==> config.mk <==
export PLATFORM = sky130hd
export DESIGN_NAME = fcor_top
export DESIGN_NICKNAME = d
export VERILOG_FILES = /design/src/fcor_pkg.sv /design/src/fcor_top.sv
export SDC_FILE = /design/constraint.sdc
export NUM_CORES = 1
export LEC_CHECK = 0
export BUFFER_PORTS_ARGS = -buffer_cell sky130_fd_sc_hd__buf_2
export CAP_MARGIN = 0
export CORE_UTILIZATION = 49
export CTS_BUF_LIST = sky130_fd_sc_hd__clkbuf_8
export DETAILED_ROUTE_END_ITERATION = 8
export PLACE_DENSITY = 0.81
export SETUP_SLACK_MARGIN = 0.3
export SLEW_MARGIN = 20
export SYNTH_ARGS = -nofsm -noshare
export SYNTH_HDL_FRONTEND = slang
export SYNTH_SLANG_ARGS = --single-unit
==> constraint.sdc <==
create_clock -name clk_i -period 2.7 [get_ports clk_i]
set_input_delay 0.135 -clock clk_i [delete_from_list [all_inputs] [get_ports clk_i]]
set_output_delay 0.135 -clock clk_i [all_outputs]
set_load 0.01 [all_outputs]
==> src/fcor_pkg.sv <==
package fcor_pkg;

  // ----------------------------------------------------------------
  // register bus
  // ----------------------------------------------------------------
  localparam int ADDR_W = 4;
  localparam int DATA_W = 8;

  localparam logic [ADDR_W-1:0] OFS_RATIO = 4'h0;
  localparam logic [ADDR_W-1:0] OFS_OPTION = 4'h1;
  localparam logic [ADDR_W-1:0] OFS_KEYCTL = 4'h2;
  localparam logic [ADDR_W-1:0] OFS_STATUS = 4'h3;
  // key bytes sit at 0x8..0xf, byte index in the low three bits
  localparam int KEY_SEL_BIT = 3;

  // ----------------------------------------------------------------
  // field layout
  // ----------------------------------------------------------------
  localparam int RATIO_LOADED_BIT = 7;
  localparam int PRESCALE_BIT = 6;
  localparam int DIV_W = 6;
  localparam int OPT_KEY_ALLOW_BIT = 7;
  localparam int OPT_REDIR_OFF_BIT = 6;
  localparam int SEC_W = 2;
  localparam int KEYCTL_ACC_BIT = 5;
  localparam int STAT_ERR_BIT = 0;
  localparam int STAT_SECURE_BIT = 1;
  localparam int STAT_PE_EN_BIT = 2;

  localparam logic [SEC_W-1:0] SEC_UNSECURED = 2'h2;

  // ----------------------------------------------------------------
  // counts
  // ----------------------------------------------------------------
  localparam int PRE_W = 3;
  localparam logic [PRE_W-1:0] PRESCALE_LAST = 3'h7;
  localparam int KEY_BYTES = 8;
  localparam int KEY_CNT_W = 4;
  localparam logic [KEY_CNT_W-1:0] KEY_CNT_FULL = 4'h8;

  // ----------------------------------------------------------------
  // carriers
  // ----------------------------------------------------------------
  typedef struct packed {
    logic [ADDR_W-1:0] addr;
    logic [DATA_W-1:0] wdata;
    logic wr;
    logic rd;
    logic from_debug;
  } fcor_bus_req_t;

  typedef struct packed {
    logic ratio_loaded;
    logic prescale_by_eight;
    logic [DIV_W-1:0] ratio;
    logic backdoor_key_allow;
    logic vector_redirect_off;
    logic [SEC_W-1:0] security_state_code;
    logic key_access;
    logic [KEY_CNT_W-1:0] key_cnt;
    logic key_bad;
    logic access_error_flag;
    logic [PRE_W-1:0] pre_cnt;
    logic [DIV_W-1:0] div_cnt;
    logic fclk_tick;
    logic pe_start;
    logic [DATA_W-1:0] rdata;
  } fcor_state_t;

endpackage

==> src/fcor_top.sv <==
`timescale 1ns/1ps
`default_nettype none

// Operation
// - four 8-bit registers, one loaded from flash at reset, plus 8-byte key
// - ratio register bit 7 read-only; bits 6..0 take only first write
// - loaded flag cleared by reset, set by first ratio write, any data
// - program and erase disabled until loaded flag is set
// - prescale bit selects bus clock divided by 8 as divider input
// - flash clock is divider input over ratio field plus one
// - each timing pulse is one flash clock cycle; whole pulses only
// - option register loaded from stored option byte during reset
// - option bits 5..2 unused, read as zero
// - writes to option register have no effect
// - key-allow bit zero refuses any backdoor key attempt
// - key bytes written from background debug never unlock
// - ordered 8-byte matching firmware key write unlocks until reset
// - option bit 6 set disables vector redirection
// - only security code 1:0 means unsecured
// - secure device blocks memory access from unsecured sources
// - code becomes 1:0 on key match or fully blank check
// - program or erase before ratio write sets access error, ignored
module fcor_top (
  input wire logic clk_i,
  input wire logic resetn_i,
  input wire fcor_pkg::fcor_bus_req_t bus_i,
  output logic [fcor_pkg::DATA_W-1:0] rdata_o,
  input wire logic [fcor_pkg::DATA_W-1:0] stored_option_byte_i,
  input wire logic [fcor_pkg::KEY_BYTES*8-1:0] stored_backdoor_key_i,
  input wire logic blank_check_ok_i,
  input wire logic pe_request_i,
  input wire logic access_from_unsecured_i,
  output logic pe_enable_o,
  output logic pe_start_o,
  output logic access_error_o,
  output logic fclk_tick_o,
  output logic secure_o,
  output logic vector_redirect_off_o,
  output logic backdoor_key_allow_o,
  output logic mem_access_ok_o
);

  // ----------------------------------------------------------------
  // helpers
  // ----------------------------------------------------------------
  function automatic logic is_secure(
    input logic [fcor_pkg::SEC_W-1:0] code
  );
    is_secure = (code != fcor_pkg::SEC_UNSECURED);
  endfunction

  function automatic logic [7:0] key_byte(
    input logic [fcor_pkg::KEY_BYTES*8-1:0] key,
    input logic [2:0] idx
  );
    key_byte = key[{idx, 3'h0} +: 8];
  endfunction

  fcor_pkg::fcor_state_t s;
  fcor_pkg::fcor_state_t next_s;

  logic wr_ratio;
  logic wr_keyctl;
  logic wr_status;
  logic wr_key;
  logic pre_step;
  logic new_acc;
  logic [2:0] key_idx;

  assign key_idx = bus_i.addr[2:0];
  assign wr_ratio = bus_i.wr && (bus_i.addr == fcor_pkg::OFS_RATIO);
  assign wr_keyctl = bus_i.wr && (bus_i.addr == fcor_pkg::OFS_KEYCTL);
  assign wr_status = bus_i.wr && (bus_i.addr == fcor_pkg::OFS_STATUS);
  assign wr_key = bus_i.wr && bus_i.addr[fcor_pkg::KEY_SEL_BIT];
  assign new_acc = bus_i.wdata[fcor_pkg::KEYCTL_ACC_BIT];

  // ----------------------------------------------------------------
  // next state
  // ----------------------------------------------------------------
  always_comb
  begin
    next_s = s;
    next_s.fclk_tick = 1'b0;
    next_s.pe_start = 1'b0;
    next_s.rdata = '0;
    pre_step = 1'b0;

    // write-once divider; flag set whatever the data
    if (wr_ratio && !s.ratio_loaded)
    begin
      next_s.ratio_loaded = 1'b1;
      next_s.prescale_by_eight = bus_i.wdata[fcor_pkg::PRESCALE_BIT];
      next_s.ratio = bus_i.wdata[fcor_pkg::DIV_W-1:0];
    end

    // flash clock: tick lasts one bus cycle per flash clock period
    // ratio zero without prescale leaves the tick high every cycle
    if (s.ratio_loaded)
    begin
      pre_step = !s.prescale_by_eight ||
                 (s.pre_cnt == fcor_pkg::PRESCALE_LAST);
      if (s.prescale_by_eight)
      begin
        next_s.pre_cnt = s.pre_cnt + 3'h1;
      end
      if (pre_step)
      begin
        if (s.div_cnt == s.ratio)
        begin
          next_s.div_cnt = '0;
          next_s.fclk_tick = 1'b1;
        end
        else
        begin
          next_s.div_cnt = s.div_cnt + 6'h01;
        end
      end
    end

    // key entry window
    if (wr_keyctl)
    begin
      next_s.key_access = new_acc;
      if (new_acc && !s.key_access)
      begin
        next_s.key_cnt = '0;
        next_s.key_bad = 1'b0;
      end
      if (!new_acc && s.key_access && s.backdoor_key_allow && !s.key_bad &&
          (s.key_cnt == fcor_pkg::KEY_CNT_FULL))
      begin
        next_s.security_state_code = fcor_pkg::SEC_UNSECURED;
      end
    end

    // any debug, out-of-order, surplus or wrong byte spoils the attempt
    if (wr_key && s.key_access)
    begin
      if (bus_i.from_debug || !s.backdoor_key_allow ||
          (s.key_cnt == fcor_pkg::KEY_CNT_FULL) ||
          ({1'b0, key_idx} != s.key_cnt) ||
          (bus_i.wdata != key_byte(stored_backdoor_key_i, key_idx)))
      begin
        next_s.key_bad = 1'b1;
      end
      else
      begin
        next_s.key_cnt = s.key_cnt + 4'h1;
      end
    end

    if (blank_check_ok_i)
    begin
      next_s.security_state_code = fcor_pkg::SEC_UNSECURED;
    end

    // clear first so a same-cycle error still lands
    if (wr_status && bus_i.wdata[fcor_pkg::STAT_ERR_BIT])
    begin
      next_s.access_error_flag = 1'b0;
    end
    if (pe_request_i)
    begin
      if (!s.ratio_loaded)
      begin
        next_s.access_error_flag = 1'b1;
      end
      else
      begin
        next_s.pe_start = 1'b1;
      end
    end

    // option register has no write path at all
    if (bus_i.rd)
    begin
      case (bus_i.addr)
        fcor_pkg::OFS_RATIO:
        begin
          next_s.rdata = {s.ratio_loaded, s.prescale_by_eight, s.ratio};
        end
        fcor_pkg::OFS_OPTION:
        begin
          next_s.rdata = {s.backdoor_key_allow, s.vector_redirect_off,
                          4'h0, s.security_state_code};
        end
        fcor_pkg::OFS_KEYCTL:
        begin
          next_s.rdata[fcor_pkg::KEYCTL_ACC_BIT] = s.key_access;
        end
        fcor_pkg::OFS_STATUS:
        begin
          next_s.rdata[fcor_pkg::STAT_ERR_BIT] = s.access_error_flag;
          next_s.rdata[fcor_pkg::STAT_SECURE_BIT] =
            is_secure(s.security_state_code);
          next_s.rdata[fcor_pkg::STAT_PE_EN_BIT] = s.ratio_loaded;
        end
        default:
        begin
          next_s.rdata = '0;
        end
      endcase
    end

    // synchronous reset copies the stored option byte
    // the stored byte is read only while reset is low, never later
    if (!resetn_i)
    begin
      next_s = '0;
      next_s.backdoor_key_allow =
        stored_option_byte_i[fcor_pkg::OPT_KEY_ALLOW_BIT];
      next_s.vector_redirect_off =
        stored_option_byte_i[fcor_pkg::OPT_REDIR_OFF_BIT];
      next_s.security_state_code =
        stored_option_byte_i[fcor_pkg::SEC_W-1:0];
    end
  end

  always_ff @(posedge clk_i)
  begin
    s <= next_s;
  end

  // ----------------------------------------------------------------
  // outputs
  // ----------------------------------------------------------------
  assign rdata_o = s.rdata;
  assign pe_enable_o = s.ratio_loaded;
  assign pe_start_o = s.pe_start;
  assign access_error_o = s.access_error_flag;
  assign fclk_tick_o = s.fclk_tick;
  assign secure_o = is_secure(s.security_state_code);
  assign vector_redirect_off_o = s.vector_redirect_off;
  assign backdoor_key_allow_o = s.backdoor_key_allow;
  // gate only, no stall: a blocked read returns zero upstream
  assign mem_access_ok_o = !secure_o || !access_from_unsecured_i;
endmodule

`default_nettype wire

==> impl_metrics.csv <==
group,metric,value,unit
yosys,ys_seq_area_frac,0.336,
floorplan,fp.dieArea,5140,µm²
setup_path,cp_max_fo,20,
floorplan,ioPinCount,108,
global_route,first_global_vias,2051,
placed_design,dp_hpwl,4530,µm
route,viasPerCell,5.42,
setup_path,crit_arrival,2210,ps
yosys,ys_seq_elements,38,
global_route,grt_max_degree,23,
pwr,leakagePower,1.34,nW
yosys,async_reset_ff_frac,0,
final_layout,nets,438,
cts,cts_buffers,5,
sta,worst_pin_slew,518,ps
floorplan,core,4500,µm²
cts,post_cts_buffers,0,
global_route,grt_util_met2,0.425,
yosys,yosys.area.top_type_share,0.286,
route,antenna_left,0,
placed_design,gp_congestion,0.837,
floorplan,die_h,71.7,µm
sta,maxSlewViolCount,0,
sta,max_freq,0.503,GHz
yosys,synthCells,246,
global_route,gr-total-overflow,0,
final_layout,synthToLayoutAreaGrowth,25.3,%
setup_path,cpLargestDelayFamily,"multiplexers",
global_route,top_usage_layer,"met2",
setup_path,start_kind,"primary input",
cts,cts-root-buf,"clkbuf_8",
yosys,synth_area_per_cell,9.67,µm²
placed_design,place_ws,415,ps
route,totalWireLength,5600,µm
sta,slew_headroom,0.654,
sta,rsz0062_at_grt,"no",
yosys,netlist_area,2380,µm²
route,first_pass_iters,6,
pwr,power.total,1.29,mW
pwr,p_comb_frac,0.185,
sta,period_minus_slack,1990,ps
final_layout,final_cell_mix,"buf_2, dfxtp_1, nor2_1, mux2i_1, nand2_1",
setup_path,path_cells,"buf_2, buf_4, mux4_1, mux2i_1, xor2_1, nand2_1, nor3_2, nand4_2, nand2b_4, a21oi_2",
sta,worst_clock_skew,7.14,ps
sta,final-setup-viol-count,0,
cts,ctsResizeCount,0,
pwr,switching_share,0.241,
pwr,ir_drop,0.000365,V
global_route,grt_first_pass_wirelength,8940,µm
final_layout,antennaDiodeCount,0,
global_route,grt_usage,0.227,
cts,clk_pin_slew,70,ps
pwr,p_int,0.978,mW
yosys,synth_edf_count,4,
floorplan,initial_core_util,0.528,
setup_path,cp-end-kind,"register",
setup_path,crit_type,"in2reg",
outcome,status,"finished, violations left",
setup_path,worst-path-buf-inv,2,
setup_path,slowest_stage,"mux4_1",
yosys,synth_area_leader_cell,"dfxtp_1",
final_layout,final_common_cell,"buf_2",
global_route,met1_usage,0.262,
route,drt_iter0_markers,108,
setup_path,cp.required,2920,ps
route,drcViolationCount,1,
global_route,grtUsageMet3,0.0352,
yosys,synth.distinct_cells,42,
cts,clkSinkCount,38,
sta,fin_ws,713,ps
sta,hold_viol,0,
final_layout,fin_util,0.662,
yosys,synthFlopType,"dfxtp_1",
setup_path,critical_path.max_stage_delay,590,ps
yosys,yosys-top-cells-area,"dfxtp_1, mux2i_1, mux4_2, edfxtp_1, nor2_1",
global_route,antenna_found_initial,0,
floorplan,fp.dieW,71.7,µm
cts,cts_tree,"yes",
sta,fin_tns_setup,0,ps
pwr,seqPwrFrac,0.457,
pwr,pwr-share-clk,0.359,
sta,fin_crit_sh,0.736,
worst_hold_path,hold_class,"in2reg",
floorplan,rows,24,
cts,cts.hold.buffers_added,0,
final_layout,drive_gt1_frac,0.395,
route,vias,2135,
pwr,power_density,432,nW/µm²
route,wl_per_cell,14.2,µm
job,max_cap_violations,0,
placed_design,portBuffers,103,
cts,cts_htree_levels,2,
yosys,yosys_warnings,0,
pwr,p_sw,0.310,mW
outcome,violations,"design-rule violations",
cts,cts_buffer_depth,2,
cts,clk_latency,290,ps
yosys,syn-num-nets,343,
logic make-up (layout without fill, tap and decap cells):
logic type / after synthesis / in the layout / share of synthesized area
buf+inv: 24 / 120 / 0.0589
flops: 38 / 38 / 0.336
fa+ha+maj: 5 / 5 / 0.0263
mux: 40 / 40 / 0.229
compound gates: 28 / 28 / 0.0762
simple gates: 89 / 89 / 0.192
xor+xnor: 22 / 22 / 0.0810
per-layer routing:
layer,vias up,wire length [µm]
li1,1072,-
met1,978,2360
met2,83,2940
met3,2,284
met4,0,20
met5,-,0
worst paths after layout:
path / startpoint / cells past startpoint / endpoint / slack, ps
worst max-delay path: bus_i[12] / 10 / s[21]$_SDFF_PN0_ / 710
worst min-delay path: stored_option_byte_i[6] / 1 / vector_redirect_off_o$_DFFE_PN_ / 30
worst max register to register: s[21]$_SDFF_PN0_ / 7 / s[21]$_SDFF_PN0_ / 930
worst min register to register: s[18]$_SDFFE_PN0P_ / 2 / s[18]$_SDFFE_PN0P_ / 470
worst reg2reg max path: stages (launching register included):
cell,delay (ps)
dfxtp_1,360
xor2_1,160
nor4b_1,270
nand4_1,190
nor3_2,230
nand4_2,190
nand2b_4,190
a21oi_2,120
registers in the layout (all words and copies together), names as in the netlist:
register and cells:
s 24, rdata_o 8, access_error_o 1, backdoor_key_allow_o 1, fclk_tick_o 1, pe_enable_o 1, pe_start_o 1, vector_redirect_off_o 1
cells in the mapped netlist, types with 3 or more instances:
| cell type | number |
|---|---|
| nor2_1 | 28 |
| buf_4 | 8 |
| o21ai_0 | 3 |
| buf_2 | 4 |
| nand3_1 | 10 |
| mux2i_1 | 24 |
| nand2_1 | 18 |
| mux4_2 | 7 |
| nor3_1 | 7 |
| xnor2_1 | 10 |
| nor2b_1 | 5 |
| edfxtp_1 | 4 |
| buf_1 | 3 |
| mux4_1 | 3 |
| mux2_2 | 6 |
| inv_1 | 4 |
| ha_1 | 5 |
| xor2_1 | 12 |
| a21oi_1 | 9 |
| clkbuf_1 | 3 |
| a22oi_1 | 4 |
| dfxtp_1 | 34 |
| nand4_1 | 6 |
| nor4b_1 | 3 |
| nand2b_1 | 3 |
power by group through the flow:
stage	clock, mW	sequential (mW)	combinational (mW)
finish	0.462	0.588	0.238
global route	0.493	0.589	0.261
CTS	0.472	0.588	0.240
detailed placement	0	0.601	0.239
global placement	0	0.600	0.234
floorplan	0	0.600	0.143
area by class of cell:
| class | count | area (µm²) |
|---|---|---|
| Fill cell | 368 | 1520 |
| Clock buffer | 5 | 68.8 |
| Tap cell | 52 | 65.1 |
| Multi-Input combinational cell | 184 | 1440 |
| Clock inverter | 3 | 40.0 |
| Sequential cell | 38 | 801 |
| Timing Repair Buffer | 108 | 553 |
| Inverter | 4 | 15.0 |
per-stage QoR:
stage               std cells  instance area [µm²]  hold slack [ps]
floorplan                 246                 2380              234
global placement          386                 2870              313
CTS                       394                 2980             22.3
finish                    394                 2980             27.3
detailed placement        386                 2870              319
global route              394                 2980             25.9
No activity file was read; power rests on OpenSTA's default activity.
